===== src/design/conv_status_pkg.sv =====
package conv_status_pkg;
    // ------------------------------------------------------------
    // Register map and fields
    // ------------------------------------------------------------
    localparam logic [5:0]  STATUS_ADDR     = 6'h00;
    localparam logic [5:0]  DATA_ADDR       = 6'h04;
    localparam logic [7:0]  STATUS_RESET    = 8'h80;
    localparam int          READY_BIT       = 7;
    localparam int          RANGE_ERR_BIT   = 6;
    localparam int          CSUM_ERR_BIT    = 5;
    localparam int          INTEG_ERR_BIT   = 4;
    localparam logic [23:0] RESULT_MAX_CODE = 24'h0FFFFF;
    localparam logic [23:0] RESULT_MIN_CODE = 24'h000000;

    // ------------------------------------------------------------
    // Carriers
    // ------------------------------------------------------------
    typedef struct packed {
        logic        result_we;
        logic        calib_mode;
        logic        calib_we;
        logic        overrange;
        logic        underrange;
        logic [1:0]  channel;
        logic [23:0] raw_result;
    } conv_event_type;

    typedef struct packed {
        logic        status_read_start;
        logic        data_read;
        logic        reg_read_active;
        logic        csum_mismatch_wr;
        logic        append_status;
        logic        integ_check_en;
        logic        integ_mismatch;
        logic        cs_n;
    } host_event_type;

    typedef struct packed {
        logic        ready;
        logic        range_err;
        logic        csum_err;
        logic        integ_err;
        logic [1:0]  channel;
        logic [7:0]  snap;
        logic [23:0] data;
        logic        dout_rdy;
        logic        append_q;
    } status_state_type;
endpackage : conv_status_pkg


===== src/design/conv_status_reg.sv =====
// Functional notes
// - Status is 8-bit read-only, reset value 0x80, only ready set.
// - With append enabled, status follows data on each data read.
// - Chip select low and no read shifting: ready flag drives the ready pin.
// - Ready clears to 0 when a new conversion result is stored.
// - In calibration modes ready clears on calibration result write instead.
// - Ready returns to 1 when the host reads the data register, unless a result is stored in the same cycle.
// - Range error set on over/underrange; result clamped to max or zero.
// - Range error changes only on result writes; clears once condition gone.
// - Checksum error set on write checksum mismatch; reads checked by host.
// - Checksum error cleared by a status register read.
// - Integrity error set while check enabled and register content differs.
// - Integrity error cleared only when check enable is cleared.
// - Bits 1:0 give channel of result held in data register.
// - Reserved bits 3:2 always read zero.
module conv_status_reg
    import conv_status_pkg::*;
(
    input  wire logic                            i_ref_clk,
    input  wire logic                            i_reset,
    input  wire logic                            i_clk_en,
    input  wire conv_status_pkg::conv_event_type i_conv,
    input  wire conv_status_pkg::host_event_type i_host,
    output logic [7:0]                           o_status,
    output logic [7:0]                           o_status_snap,
    output logic [23:0]                          o_data,
    output logic                                 o_append_status,
    output logic                                 o_dout_rdy
);
    import conv_status_pkg::*;

    status_state_type s_q;
    status_state_type s_d;
    logic [7:0]       cur_status;
    logic             store;

    // ------------------------------------------------------------
    // Status assembly
    // ------------------------------------------------------------
    always_comb begin
        cur_status = {s_q.ready, s_q.range_err, s_q.csum_err, s_q.integ_err,
                      2'h0, s_q.channel};
        store = i_conv.calib_mode ? i_conv.calib_we : i_conv.result_we;
    end

    // ------------------------------------------------------------
    // Next state
    // ------------------------------------------------------------
    always_comb begin
        s_d = s_q;
        // Snapshot before any read side effect lands
        if (i_host.status_read_start) begin
            s_d.snap = cur_status;
        end
        if (i_host.data_read) begin
            s_d.ready = 1'b1;
            s_d.snap  = cur_status;
        end
        s_d.append_q = i_host.append_status;
        // New result wins over a data read in the same cycle
        if (store) begin
            s_d.ready = 1'b0;
        end
        if (i_conv.result_we && !i_conv.calib_mode) begin
            s_d.range_err = i_conv.overrange | i_conv.underrange;
            s_d.channel   = i_conv.channel;
            if (i_conv.overrange) begin
                s_d.data = RESULT_MAX_CODE;
            end else if (i_conv.underrange) begin
                s_d.data = RESULT_MIN_CODE;
            end else begin
                s_d.data = i_conv.raw_result;
            end
        end
        if (i_host.status_read_start) begin
            s_d.csum_err = 1'b0;
        end
        // Set beats clear
        if (i_host.csum_mismatch_wr) begin
            s_d.csum_err = 1'b1;
        end
        if (!i_host.integ_check_en) begin
            s_d.integ_err = 1'b0;
        end else if (i_host.integ_mismatch) begin
            s_d.integ_err = 1'b1;
        end
        // Pin mirrors next ready; idles high when deselected or shifting
        if (!i_host.cs_n && !i_host.reg_read_active) begin
            s_d.dout_rdy = s_d.ready;
        end else begin
            s_d.dout_rdy = 1'b1;
        end
    end

    // ------------------------------------------------------------
    // State register
    // ------------------------------------------------------------
    always_ff @(posedge i_ref_clk) begin
        if (i_reset) begin
            s_q           <= '0;
            s_q.ready     <= STATUS_RESET[READY_BIT];
            s_q.snap      <= STATUS_RESET;
            s_q.dout_rdy  <= 1'b1;
        end else if (i_clk_en) begin
            s_q <= s_d;
        end
    end

    always_comb begin
        o_status        = {s_q.ready, s_q.range_err, s_q.csum_err, s_q.integ_err,
                           2'h0, s_q.channel};
        o_status_snap   = s_q.snap;
        o_data          = s_q.data;
        o_append_status = s_q.append_q;
        o_dout_rdy      = s_q.dout_rdy;
    end

    // ------------------------------------------------------------
    // Checks
    // ------------------------------------------------------------
    property p_reset_value;
        @(posedge i_ref_clk)
        $past(i_reset) |-> o_status == STATUS_RESET && o_status_snap == STATUS_RESET;
    endproperty
    a_reset_value: assert property (p_reset_value) else $error("bad reset");

    property p_ready_clear;
        @(posedge i_ref_clk) disable iff (i_reset)
        (i_clk_en && store) |=> !o_status[7];
    endproperty
    a_ready_clear: assert property (p_ready_clear) else $error("ready not cleared");

    property p_ready_set;
        @(posedge i_ref_clk) disable iff (i_reset)
        (i_clk_en && i_host.data_read && !store) |=> o_status[7];
    endproperty
    a_ready_set: assert property (p_ready_set) else $error("ready not set");

    property p_pin;
        @(posedge i_ref_clk) disable iff (i_reset)
        (i_clk_en && !i_host.cs_n && !i_host.reg_read_active) |=> o_dout_rdy == o_status[7];
    endproperty
    a_pin: assert property (p_pin) else $error("pin mismatch");

    property p_clamp;
        @(posedge i_ref_clk) disable iff (i_reset)
        (i_clk_en && i_conv.result_we && !i_conv.calib_mode && i_conv.overrange)
            |=> o_data == RESULT_MAX_CODE && o_status[RANGE_ERR_BIT];
    endproperty
    a_clamp: assert property (p_clamp) else $error("no clamp");

    property p_range_hold;
        @(posedge i_ref_clk) disable iff (i_reset)
        !(i_clk_en && i_conv.result_we) |=> $stable(o_status[6]);
    endproperty
    a_range_hold: assert property (p_range_hold) else $error("range moved");

    property p_csum;
        @(posedge i_ref_clk) disable iff (i_reset)
        (i_clk_en && i_host.csum_mismatch_wr) |=> o_status[5];
    endproperty
    a_csum: assert property (p_csum) else $error("csum lost");

    property p_csum_clr;
        @(posedge i_ref_clk) disable iff (i_reset)
        (i_clk_en && i_host.status_read_start && !i_host.csum_mismatch_wr)
            |=> !o_status[5] && o_status_snap[5] == $past(o_status[5]);
    endproperty
    a_csum_clr: assert property (p_csum_clr) else $error("csum clear");

    property p_integ;
        @(posedge i_ref_clk) disable iff (i_reset)
        (i_clk_en && !i_host.integ_check_en) |=> !o_status[4];
    endproperty
    a_integ: assert property (p_integ) else $error("integ clear");

    property p_resv;
        @(posedge i_ref_clk) o_status[3:2] == 2'h0 && o_status_snap[3:2] == 2'h0;
    endproperty
    a_resv: assert property (p_resv) else $error("reserved set");

    property p_calib_ready;
        @(posedge i_ref_clk) disable iff (i_reset)
        (i_clk_en && i_conv.calib_mode && i_conv.calib_we) |=> !o_status[READY_BIT];
    endproperty
    a_calib_ready: assert property (p_calib_ready) else $error("calib ready");

    // Calibration writes must leave the held result and its tags alone
    property p_calib_refuse;
        @(posedge i_ref_clk) disable iff (i_reset)
        (i_clk_en && i_conv.calib_mode)
            |=> $stable(o_data) && $stable(o_status[RANGE_ERR_BIT]) && $stable(o_status[1:0]);
    endproperty
    a_calib_refuse: assert property (p_calib_refuse) else $error("calib refuse");

    property p_channel;
        @(posedge i_ref_clk) disable iff (i_reset)
        (i_clk_en && i_conv.result_we && !i_conv.calib_mode)
            |=> o_status[1:0] == $past(i_conv.channel);
    endproperty
    a_channel: assert property (p_channel) else $error("channel");

    property p_underclamp;
        @(posedge i_ref_clk) disable iff (i_reset)
        (i_clk_en && i_conv.result_we && !i_conv.calib_mode &&
         i_conv.underrange && !i_conv.overrange)
            |=> o_data == RESULT_MIN_CODE && o_status[RANGE_ERR_BIT];
    endproperty
    a_underclamp: assert property (p_underclamp) else $error("no zero clamp");

    // Appended byte is the status seen before the read set ready
    property p_append;
        @(posedge i_ref_clk) disable iff (i_reset)
        (i_clk_en && i_host.data_read)
            |=> o_status_snap == $past(o_status) &&
                o_append_status == $past(i_host.append_status);
    endproperty
    a_append: assert property (p_append) else $error("append frame");

    property p_status_snap;
        @(posedge i_ref_clk) disable iff (i_reset)
        (i_clk_en && i_host.status_read_start) |=> o_status_snap == $past(o_status);
    endproperty
    a_status_snap: assert property (p_status_snap) else $error("status snap");

    property p_integ_set;
        @(posedge i_ref_clk) disable iff (i_reset)
        (i_clk_en && i_host.integ_check_en && i_host.integ_mismatch)
            |=> o_status[INTEG_ERR_BIT];
    endproperty
    a_integ_set: assert property (p_integ_set) else $error("integ lost");

    property p_pin_idle;
        @(posedge i_ref_clk) disable iff (i_reset)
        (i_clk_en && (i_host.cs_n || i_host.reg_read_active)) |=> o_dout_rdy;
    endproperty
    a_pin_idle: assert property (p_pin_idle) else $error("pin not idle");

    // Enable low must freeze every output, not only the flags
    property p_freeze;
        @(posedge i_ref_clk) disable iff (i_reset)
        !i_clk_en |=> $stable(o_status) && $stable(o_status_snap) && $stable(o_data) &&
                      $stable(o_append_status) && $stable(o_dout_rdy);
    endproperty
    a_freeze: assert property (p_freeze) else $error("not frozen");
endmodule : conv_status_reg


===== config.mk =====
export PLATFORM = sky130hd
export DESIGN_NAME = conv_status_reg
export DESIGN_NICKNAME = d
export VERILOG_FILES = /design/src/design/conv_status_pkg.sv /design/src/design/conv_status_reg.sv
export SDC_FILE = /design/constraint.sdc
export NUM_CORES = 1
export LEC_CHECK = 0
export BUFFER_PORTS_ARGS = -buffer_cell sky130_fd_sc_hd__buf_2
export CAP_MARGIN = 20
export CELL_PAD_IN_SITES_DETAIL_PLACEMENT = 0
export CELL_PAD_IN_SITES_GLOBAL_PLACEMENT = 1
export CORE_MARGIN = 2
export CORE_UTILIZATION = 34
export DETAILED_ROUTE_END_ITERATION = 8
export GPL_TIMING_DRIVEN = 0
export PLACE_DENSITY_LB_ADDON = 0.1
export SLEW_MARGIN = 10
export SYNTH_ARGS = -nofsm -noshare
export SYNTH_HDL_FRONTEND = slang
export SYNTH_SLANG_ARGS = --single-unit
export TNS_END_PERCENT = 1

===== constraint.sdc =====
create_clock -name i_ref_clk -period 2.3 [get_ports i_ref_clk]
set_clock_uncertainty 0.15 [all_clocks]
set_input_delay 0.23 -clock i_ref_clk [delete_from_list [all_inputs] [get_ports i_ref_clk]]
set_output_delay 0.23 -clock i_ref_clk [all_outputs]
set_load 0.02 [all_outputs]

==> results of run 1 <==
## synth_stat cells, drive strengths merged
cell type	instances
nand3b	2
buf	17
nor2b	1
a22oi	1
and3b	1
mux2i	6
nor3	2
o21ai	3
nor2	31
nand2	9
a211o	1
nand3	4
clkbuf	7
a211oi	22
inv	2
dfxtp	38
a21oi	29
conb	1
## flip-flops by register name, indices dropped and copies added (netlist names)
name,flops
o_data,24
o_status,6
o_dout_rdy,1
o_append_status,1
o_status_snap,6
## power breakdown
| part | internal [mW] | total, mW | switching [mW] | leakage (nW) |
|---|---|---|---|---|
| clock network | 0.242 | 0.471 | 0.230 | 0.0482 |
| logic | 0.104 | 0.250 | 0.146 | 0.661 |
| registers | 0.687 | 0.703 | 0.0159 | 0.310 |
| total | 1.03 | 1.42 | 0.391 | 1.02 |
## critical path: stages (launching register included)
cell and delay (ns):
dfxtp_1 0.39, buf_4 0.12, buf_2 0.15
## layer usage
| layer | part of all wire | wire [um] | GRT usage | vias to the layer above |
|---|---|---|---|---|
| met2 | 0.48 | 1910 | 0.263 | 54 |
| met3 | 0.060 | 240 | 0.0474 | 4 |
| met4 | 0.0095 | 38 | 0.0485 | 0 |
| li1 | - | - | - | 774 |
| met5 | 0 | 0 | 0 | - |
| met1 | 0.46 | 1830 | 0.178 | 696 |
## cell usage in the layout (no fill, tap or decap)
master    Yosys  layout
nor3_1        2       2
and3b_4       1       1
a22oi_1       1       1
nor2b_1       1       1
a211oi_1      1       1
buf_4        12      12
mux2i_1       6       6
inv_1         2       2
clkinv_2      0       1
a211oi_2     21      21
a211o_1       1       1
nand3b_1      2       2
buf_2         1      78
o21ai_0       2       2
dfxtp_1      38      38
nor2_1       31      31
clkbuf_8      0       6
nand2_1       9       9
a21oi_1      29      29
clkbuf_1      7       8
buf_6         4       4
nand3_1       4       4
o21ai_2       1       1
conb_1        1       4
## layout make-up
cell class / count / area [um2] / share of cell area
repair buffers: 77 / 385 / 0.172
plain buffers: 24 / 166 / 0.0745
inverters: 2 / 7.51 / 0.00336
flip-flops and latches: 38 / 761 / 0.340
clock inverters: 1 / 5.00 / 0.00224
clock buffers: 7 / 86.3 / 0.0386
multi-input cells: 116 / 739 / 0.331
well taps: 67 / 83.8 / 0.0375
## worst max path at each step
stage           startpoint     endpoint  slack [ns]  depth (start not counted)
2_1_floorplan     i_clk_en   o_data[10]        1.12                          5
3_3_place_gp    i_conv[26]   o_data[17]        0.93                          5
3_5_place_dp    i_conv[26]    o_data[9]        0.92                          5
4_1_cts        o_status[7]  o_status[7]        0.96                          2
5_1_grt        o_status[7]  o_status[7]        0.94                          2
6_report       o_status[7]  o_status[7]        0.97                          2
## cells by family (layout without fill, tap and decap cells)
family                 Yosys count  after routing  share of synthesized area
AOI/OAI and AO/OA               56             56                      0.271
buffers and inverters           26            111                      0.105
DFF                             38             38                      0.457
muxes                            6              6                     0.0361
other                            1              4                    0.00226
and+or+nand+nor                 50             50                      0.129
==> metrics.csv, run 1 <==
metric,value,unit
worst min-delay path class,in2reg,
final hold vios,0,
Core Footprint,4720,um2
Total Die Area,5470,um2
Leakage,1.02,nW
largest net degree at the start of global routing,12,
H-tree Lvls,2,
CTS Buffer Depth,2,
Synth area leader,dfxtp_1,
total gr overflow,0,
R2R Path End,o_dout_rdy,
vias per inst,4.60,
Min-Delay Endpoint,o_dout_rdy,
final instance area,2230,um2
Iter 0 DRT Violations,71,
Final setup violation count,0,
reg2reg setup slack,1.18,ns
global-route wire length before repair,6.41,mm
CP Class,reg2out,
initial antenna violation count,0,
setup TNS,0,ns
final worst slack,0.971,ns
Worst-path clk slew,0.07,ns
clk_lat worst skew,0.29,ns
fraction of layout instances using a drive strength above 1,0.468,
sequential fraction of the synthesis area,0.457,
DR vias,1528,
pre-CTS setup slack,0.925,ns
clk sink count,38,
fin cells,332,
DP HPWL,3.05,mm
Post-CTS Setup Inserts,0,
DRT antenna net count,0,
worst slew pin tran,0.696,ns
min cycle time layout,1.33,ns
area delta synth->final,34.4,%
CTS root buf,clkbuf_8,
critical hold path startpoint,i_host[0],
Layout Utilization,0.473,
RSZ-0062 raised after global routing,no,
VDD IR-drop max,0.334,mV
Crit. End Element,primary output,
CP arrival,0.95,ns
Mean Syn Cell Area,9.39,um2
vias in the first global route,1481,
Ys Warns,0,
Remaining DRCs,0,
# diodes,0,
Synth Cell Area,1660,um2
share of the synthesized area in the top cell type,0.457,
final hold slack,0.0236,ns
synthesized instance count,177,
Slew headroom,0.536,
hold path depth,3,
# rows,25,
fillers,496,
Critical Path RT,1.92,ns
CTS Hold Bufs,0,
Tcrit/Tclk final,0.578,
achievable frequency,753,MHz
final wirelength,4.01,mm
number of buffers added on ports,77,
Synth Register Bits,38,
PwrDens,638,nW/um2
TritonCTS clock tree,done,
main area contributors after synthesis,"dfxtp_1 (46%), a211oi_2 (16%), a21oi_1 (8.7%)",
Pwr Total,1.42,mW
count of different cell masters after synthesis,22,
# nets final,306,
Wirelength per Cell,12.1,um
"Cell Area, Placed",2140,um2
Slew Limit Fails,0,
Initial Utilization,0.352,
overall die height,73.9,um
PostCTS Resize Cnt,0,
Final GP Congestion,0.694,
reg2reg start,o_status[7],
CTS Buf Count,5,
Worst Setup Start Kind,flop,
Placed Cells,324,
R2R cell count,3,
status,finished clean,
# IOs,84,
Overall Global Routing Usage,0.151,
Die Width,73.9,um
"Max FO, Critical Path",4,
Max-cap violations,0,
DRT Pass-1 Iters,4,
Power figures use the tool's default switching activity.
==> run 2: changes to the inputs <==
--- a/config.mk
+++ b/config.mk
@@ -10,7 +10,7 @@
 export CELL_PAD_IN_SITES_DETAIL_PLACEMENT = 0
 export CELL_PAD_IN_SITES_GLOBAL_PLACEMENT = 1
 export CORE_MARGIN = 2
-export CORE_UTILIZATION = 34
+export CORE_UTILIZATION = 29
 export DETAILED_ROUTE_END_ITERATION = 8
 export GPL_TIMING_DRIVEN = 0
 export PLACE_DENSITY_LB_ADDON = 0.1
==> constraint.sdc (replaced) <==
create_clock -name i_ref_clk -period 1.1 [get_ports i_ref_clk]
set_clock_uncertainty 0.15 [all_clocks]
set_input_delay 0.11 -clock i_ref_clk [delete_from_list [all_inputs] [get_ports i_ref_clk]]
set_output_delay 0.11 -clock i_ref_clk [all_outputs]
set_load 0.02 [all_outputs]
==> metrics.csv, run 2 (synthesis gave the netlist of run 1 again) <==
metric,value,unit,change
status,"finished, violations left",,
failing checks,negative setup slack,,
number of buffers added on ports,77,,unchanged
initial antenna violation count,0,,unchanged
worst min-delay path class,in2reg,,
# nets final,325,,+6.2%
Leakage,1.13,nW,+11%
"commonest non-fill, non-tap cells in the layout","buf_2 (69), dfxtp_1 (32), nor2_1 (31)",,
Worst Setup Start Kind,flop,,
Slew Limit Fails,0,,unchanged
# IOs,84,,unchanged
"commonest non-fill, non-tap cell in the layout",buf_2,,
reg2reg setup slack,0.06,ns,-1.12 ns
reg2reg start,o_status[7],,
CTS Buf Count,5,,unchanged
overall die height,79.7,um,+7.8%
fillers,555,,+12%
Wirelength per Cell,12.8,um,+5.7%
Critical Path RT,0.84,ns,-1.08 ns
max FFs per register,24,,unchanged
"Max FO, Critical Path",3,,-1
H-tree Lvls,2,,unchanged
PwrDens,1230,nW/um2,+92%
DR vias,1607,,+5.2%
R2R cell count,3,,unchanged
Tcrit/Tclk final,1.00,,
Overall Global Routing Usage,0.144,,-0.00738
DP HPWL,3.13,mm,+2.7%
Crit. End Element,primary output,,
Total Die Area,6360,um2,+16%
R2R Path End,o_status[7],,
worst slew pin tran,0.687,ns,-0.00961 ns
clk sink count,38,,unchanged
CTS Buffer Depth,2,,unchanged
Initial Utilization,0.302,,-0.0501
Iter 0 DRT Violations,28,,-61%
DRT antenna net count,0,,unchanged
CP Class,reg2out,,
setup TNS,-0.00170,ns,-0.00170 ns
CP arrival,0.84,ns,-0.11 ns
RSZ-0062 raised after global routing,yes,,
area delta synth->final,50.5,%,
total gr overflow,0,,unchanged
final hold vios,0,,unchanged
min cycle time layout,1.10,ns,
critical hold path startpoint,i_clk_en,,
TritonCTS clock tree,done,,
Min-Delay Endpoint,o_status[4],,
Remaining DRCs,0,,unchanged
final wirelength,4.54,mm,+13%
achievable frequency,908,MHz,
Pwr Total,3.07,mW,+120%
Max-cap violations,0,,unchanged
clk_lat worst skew,0.28,ns,about the same
global-route wire length before repair,7.14,mm,+11%
Final setup violation count,1,,+1
final worst slack,-0.00170,ns,-0.973 ns
VDD IR-drop max,0.602,mV,+80%
CTS root buf,clkbuf_8,,
vias per inst,4.51,,-1.9%
largest net degree at the start of global routing,12,,unchanged
DRT Pass-1 Iters,6,,+2
fraction of layout instances using a drive strength above 1,0.472,,+0.00391
Slew headroom,0.542,,+0.00641
Die Width,79.7,um,+7.8%
Worst-path clk slew,0.07,ns,about the same
Core Footprint,5510,um2,+17%
vias in the first global route,1520,,+2.6%
hold path depth,3,,unchanged
Final GP Congestion,0.684,,-1.4%
# diodes,0,,unchanged
# rows,27,,+8.0%
[run 2: critical path, cell delays in order, from the launching register on]
cell     delay [ns]
dfxtp_2        0.34
buf_6          0.11
buf_6          0.12
[run 2: worst max-delay path by stage]
| stage | from | to | slack [ns] |
|---|---|---|---|
| 6_report | o_status[1] | o_status[1] | -0.002 |
| 5_1_grt | o_status[0] | o_status[0] | -0.03 |
| 4_1_cts | o_status[1] | o_status[1] | -0.01 |
| 3_5_place_dp | i_conv[29] | o_data[4] | -0.16 |
| 3_3_place_gp | i_conv[26] | o_data[12] | -0.17 |
| 2_1_floorplan | i_clk_en | o_data[10] | 0.04 |
[run 2: report_power, final]
part / switching [mW] / total, mW / internal (mW)
clock network: 0.481 / 0.987 / 0.506
logic: 0.324 / 0.608 / 0.283
registers: 0.0346 / 1.47 / 1.44
[run 2: layer usage]
metal / track usage / routed length [um] / vias up
met2: 0.219 / 2060 / 54
met1: 0.191 / 2060 / 732
met3: 0.0441 / 372 / 7
met4: 0.0517 / 53 / 0
met5: 0 / 0 / -
li1: - / - / 814
[run 2: area by class of cell]
class / count / area [um2] / share of cell area
repair buffers: 97 / 623 / 0.249
plain buffers: 23 / 178 / 0.0710
clock inverters: 1 / 5.00 / 0.00200
flip-flops and latches: 38 / 768 / 0.307
multi-input cells: 116 / 744 / 0.298
inverters: 2 / 7.51 / 0.00300
clock buffers: 7 / 86.3 / 0.0345
well taps: 72 / 90.1 / 0.0360
[run 2: stage by stage]
| stage | cells | util | worst slack, ns | hold slack (ns) | instance area [um2] |
|---|---|---|---|---|---|
| final | 356 | 0.454 | -0.00170 | 0.00925 | 2500 |
| after detailed placement | 329 | 0.390 | -0.158 | 0.207 | 2150 |
| after global routing | 356 | 0.454 | -0.0250 | 0.0383 | 2500 |
| after floorplan | 180 | - | 0.0358 | 0.0960 | 1670 |
| after CTS | 356 | 0.451 | -0.0123 | 0.00132 | 2480 |
| after global placement | 329 | 0.390 | -0.171 | 0.198 | 2150 |
[run 2: what timing repair did]
| item | in CTS | in global routing |
|---|---|---|
| pin swaps | 0 | 0 |
| hold endpoints to repair | 14 | 0 |
| buffers inserted | 4 | 0 |
| cloned | 0 | 0 |
| gates resized for setup | 22 | 7 |
| setup endpoints to repair | 7 | 13 |
| hold buffers | 16 | 0 |
==> run 3: changes to the inputs <==
--- a/config.mk
+++ b/config.mk
@@ -5,12 +5,13 @@
 export SDC_FILE = /design/constraint.sdc
 export NUM_CORES = 1
 export LEC_CHECK = 0
+export ABC_AREA = 1
 export BUFFER_PORTS_ARGS = -buffer_cell sky130_fd_sc_hd__buf_2
 export CAP_MARGIN = 20
 export CELL_PAD_IN_SITES_DETAIL_PLACEMENT = 0
 export CELL_PAD_IN_SITES_GLOBAL_PLACEMENT = 1
 export CORE_MARGIN = 2
-export CORE_UTILIZATION = 29
+export CORE_UTILIZATION = 28
 export DETAILED_ROUTE_END_ITERATION = 8
 export GPL_TIMING_DRIVEN = 0
 export PLACE_DENSITY_LB_ADDON = 0.1
==> metrics.csv, run 3 <==
metric,value,unit,change
main area contributors after synthesis,"dfxtp_1 (44%), nand2_1 (22%), a21oi_1 (7.8%)",,
Total Die Area,6800,um2,+6.9%
Remaining DRCs,0,,unchanged
vias per inst,4.17,,-7.7%
# rows,28,,+3.7%
CP Class,reg2out,,
"count leader, synth",nand2_1,,
Pwr Total,3.19,mW,+3.8%
Tcrit/Tclk final,0.994,,-0.00710
final hold vios,0,,unchanged
# nets final,387,,+19%
DP HPWL,3.23,mm,+3.1%
initial antenna violation count,0,,unchanged
fraction of layout instances using a drive strength above 1,0.367,,-0.105
Overall Global Routing Usage,0.141,,-0.00255
area delta synth->final,49.0,%,
overall die height,82.4,um,+3.4%
Max-cap violations,0,,unchanged
Final GP Congestion,0.758,,+11%
Layout Utilization,0.434,,-0.0208
number of buffers added on ports,78,,+1.3%
DRT antenna net count,0,,unchanged
sequential fraction of the synthesis area,0.442,,-0.0159
Ys Warns,0,,unchanged
worst min-delay path class,in2reg,,
Worst Setup Start Kind,flop,,
asr flop ratio synth,0,,unchanged
final hold slack,0.00487,ns,-0.00438 ns
Critical Path RT,0.84,ns,about the same
max FFs per register,24,,unchanged
share of the synthesized area in the top cell type,0.442,,-0.0159
"commonest non-fill, non-tap cells in the layout","nand2_1 (102), buf_2 (72), dfxtp_1 (32)",,
achievable frequency,914,MHz,+0.71%
DRT Pass-1 Iters,4,,-2
final wirelength,4.65,mm,+2.5%
CTS Buffer Depth,2,,unchanged
Synth Register Bits,38,,unchanged
Crit. End Element,primary output,,
final instance area,2570,um2,+2.6%
Final setup violation count,0,,-1
H-tree Lvls,2,,unchanged
Post-synth EDFFs,0,,unchanged
largest net degree at the start of global routing,12,,unchanged
setup TNS,0,ns,+0.00170 ns
Leakage,1.27,nW,+13%
clk_lat worst skew,0.28,ns,about the same
total gr overflow,0,,unchanged
Core Footprint,5920,um2,+7.5%
CTS root buf,clkbuf_8,,
Slew Limit Fails,0,,unchanged
pre-CTS setup slack,-0.165,ns,-0.00699 ns
min cycle time layout,1.09,ns,-0.00782 ns
DR vias,1754,,+9.1%
VDD IR-drop max,0.639,mV,+6.2%
fin cells,421,,+18%
TritonCTS clock tree,done,,
# IOs,84,,unchanged
Mean Syn Cell Area,7.18,um2,-24%
Synth area leader,dfxtp_1,,
Slew headroom,0.661,,+0.119
"Max FO, Critical Path",2,,-1
vias in the first global route,1526,,+0.39%
"commonest non-fill, non-tap cell in the layout",nand2_1,,
Iter 0 DRT Violations,64,,+130%
ys flop type,dfxtp_1,,
status,finished clean,,
Wirelength per Cell,11.1,um,-13%
count of different cell masters after synthesis,22,,unchanged
Synth Cell Area,1720,um2,+3.6%
worst slew pin tran,0.508,ns,-0.179 ns
CP arrival,0.83,ns,about the same
Worst-path clk slew,0.07,ns,about the same
clk sink count,38,,unchanged
# diodes,0,,unchanged
PwrDens,1240,nW/um2,+1.2%
Die Width,82.4,um,+3.4%
CTS Buf Count,5,,unchanged
final worst slack,0.00611,ns,+0.00782 ns
"Cell Area, Placed",2220,um2,+3.2%
Initial Utilization,0.291,,-0.0110
Post-synth top cells,"nand2_1 (102), dfxtp_1 (38), a21oi_1 (27)",,
global-route wire length before repair,7.26,mm,+1.6%
RSZ-0062 raised after global routing,yes,,
Placed Cells,396,,+20%
synthesized instance count,240,,+36%
[run 3: cell types whose count changed in the layout (fill, tap and decap cells not counted), sizes merged, moves of 2 or more]
| cell | delta |
|---|---|
| nand3b | -2 |
| a211oi | -22 |
| dlygate4sd3 | -3 |
| nor2 | -12 |
| buf | +4 |
| inv | +6 |
| clkbuf | -2 |
| o21ai | +5 |
| o21a | +2 |
| nand2 | +98 |
| mux2i | -6 |
[run 3: power breakdown]
group | switching, mW | internal (mW)
Sequential | 0.0321 | 1.44
Combinational | 0.323 | 0.274
Clock | 0.484 | 0.633
Total | 0.839 | 2.35
[run 3: repair_timing]
action	in CTS	in global routing
hold buffers	13	0
buffers inserted	6	0
gates resized for setup	23	7
endpoints found under the hold margin	14	0
setup endpoints to repair	6	13
[run 3: per-layer routing]
metal	wire length, um	up-vias	track usage
met3	252	5	0.0435
met4	46	0	0.0467
li1	-	941	-
met5	0	-	0
met2	2240	38	0.242
met1	2110	770	0.167
[run 3: kinds of logic (layout without fill, tap and decap cells)]
kind of cell | after synthesis | count (layout) | synth area share
other | 1 | 4 | 0.00218
buffers and inverters | 31 | 134 | 0.127
flip-flops | 38 | 38 | 0.442
AND/OR/NAND/NOR | 131 | 131 | 0.306
AO/OA/AOI/OAI | 39 | 39 | 0.123
[run 3: final timing paths]
| check | to | slack (ns) | startpoint | depth (start not counted) |
|---|---|---|---|---|
| min | o_append_status | 0.005 | i_reset | 4 |
| max reg2reg | o_dout_rdy | 0.08 | o_status[7] | 4 |
| min reg2reg | o_data[15] | 0.31 | o_data[15] | 2 |
| max | o_status[4] | 0.006 | o_status[4] | 2 |
[run 3: final cells by class]
class / instances / area (um2)
tap: 75 / 93.8
sequential: 38 / 768
buffer: 21 / 186
fill: 660 / 3350
inverter: 8 / 32.5
clock buffer: 8 / 110
timing repair buffer: 97 / 622
multi-input combinational: 174 / 754
[run 3: critical path, stage by stage (launching register included)]
cell,delay [ns]
dfxtp_2,0.33
buf_6,0.11
buf_6,0.12
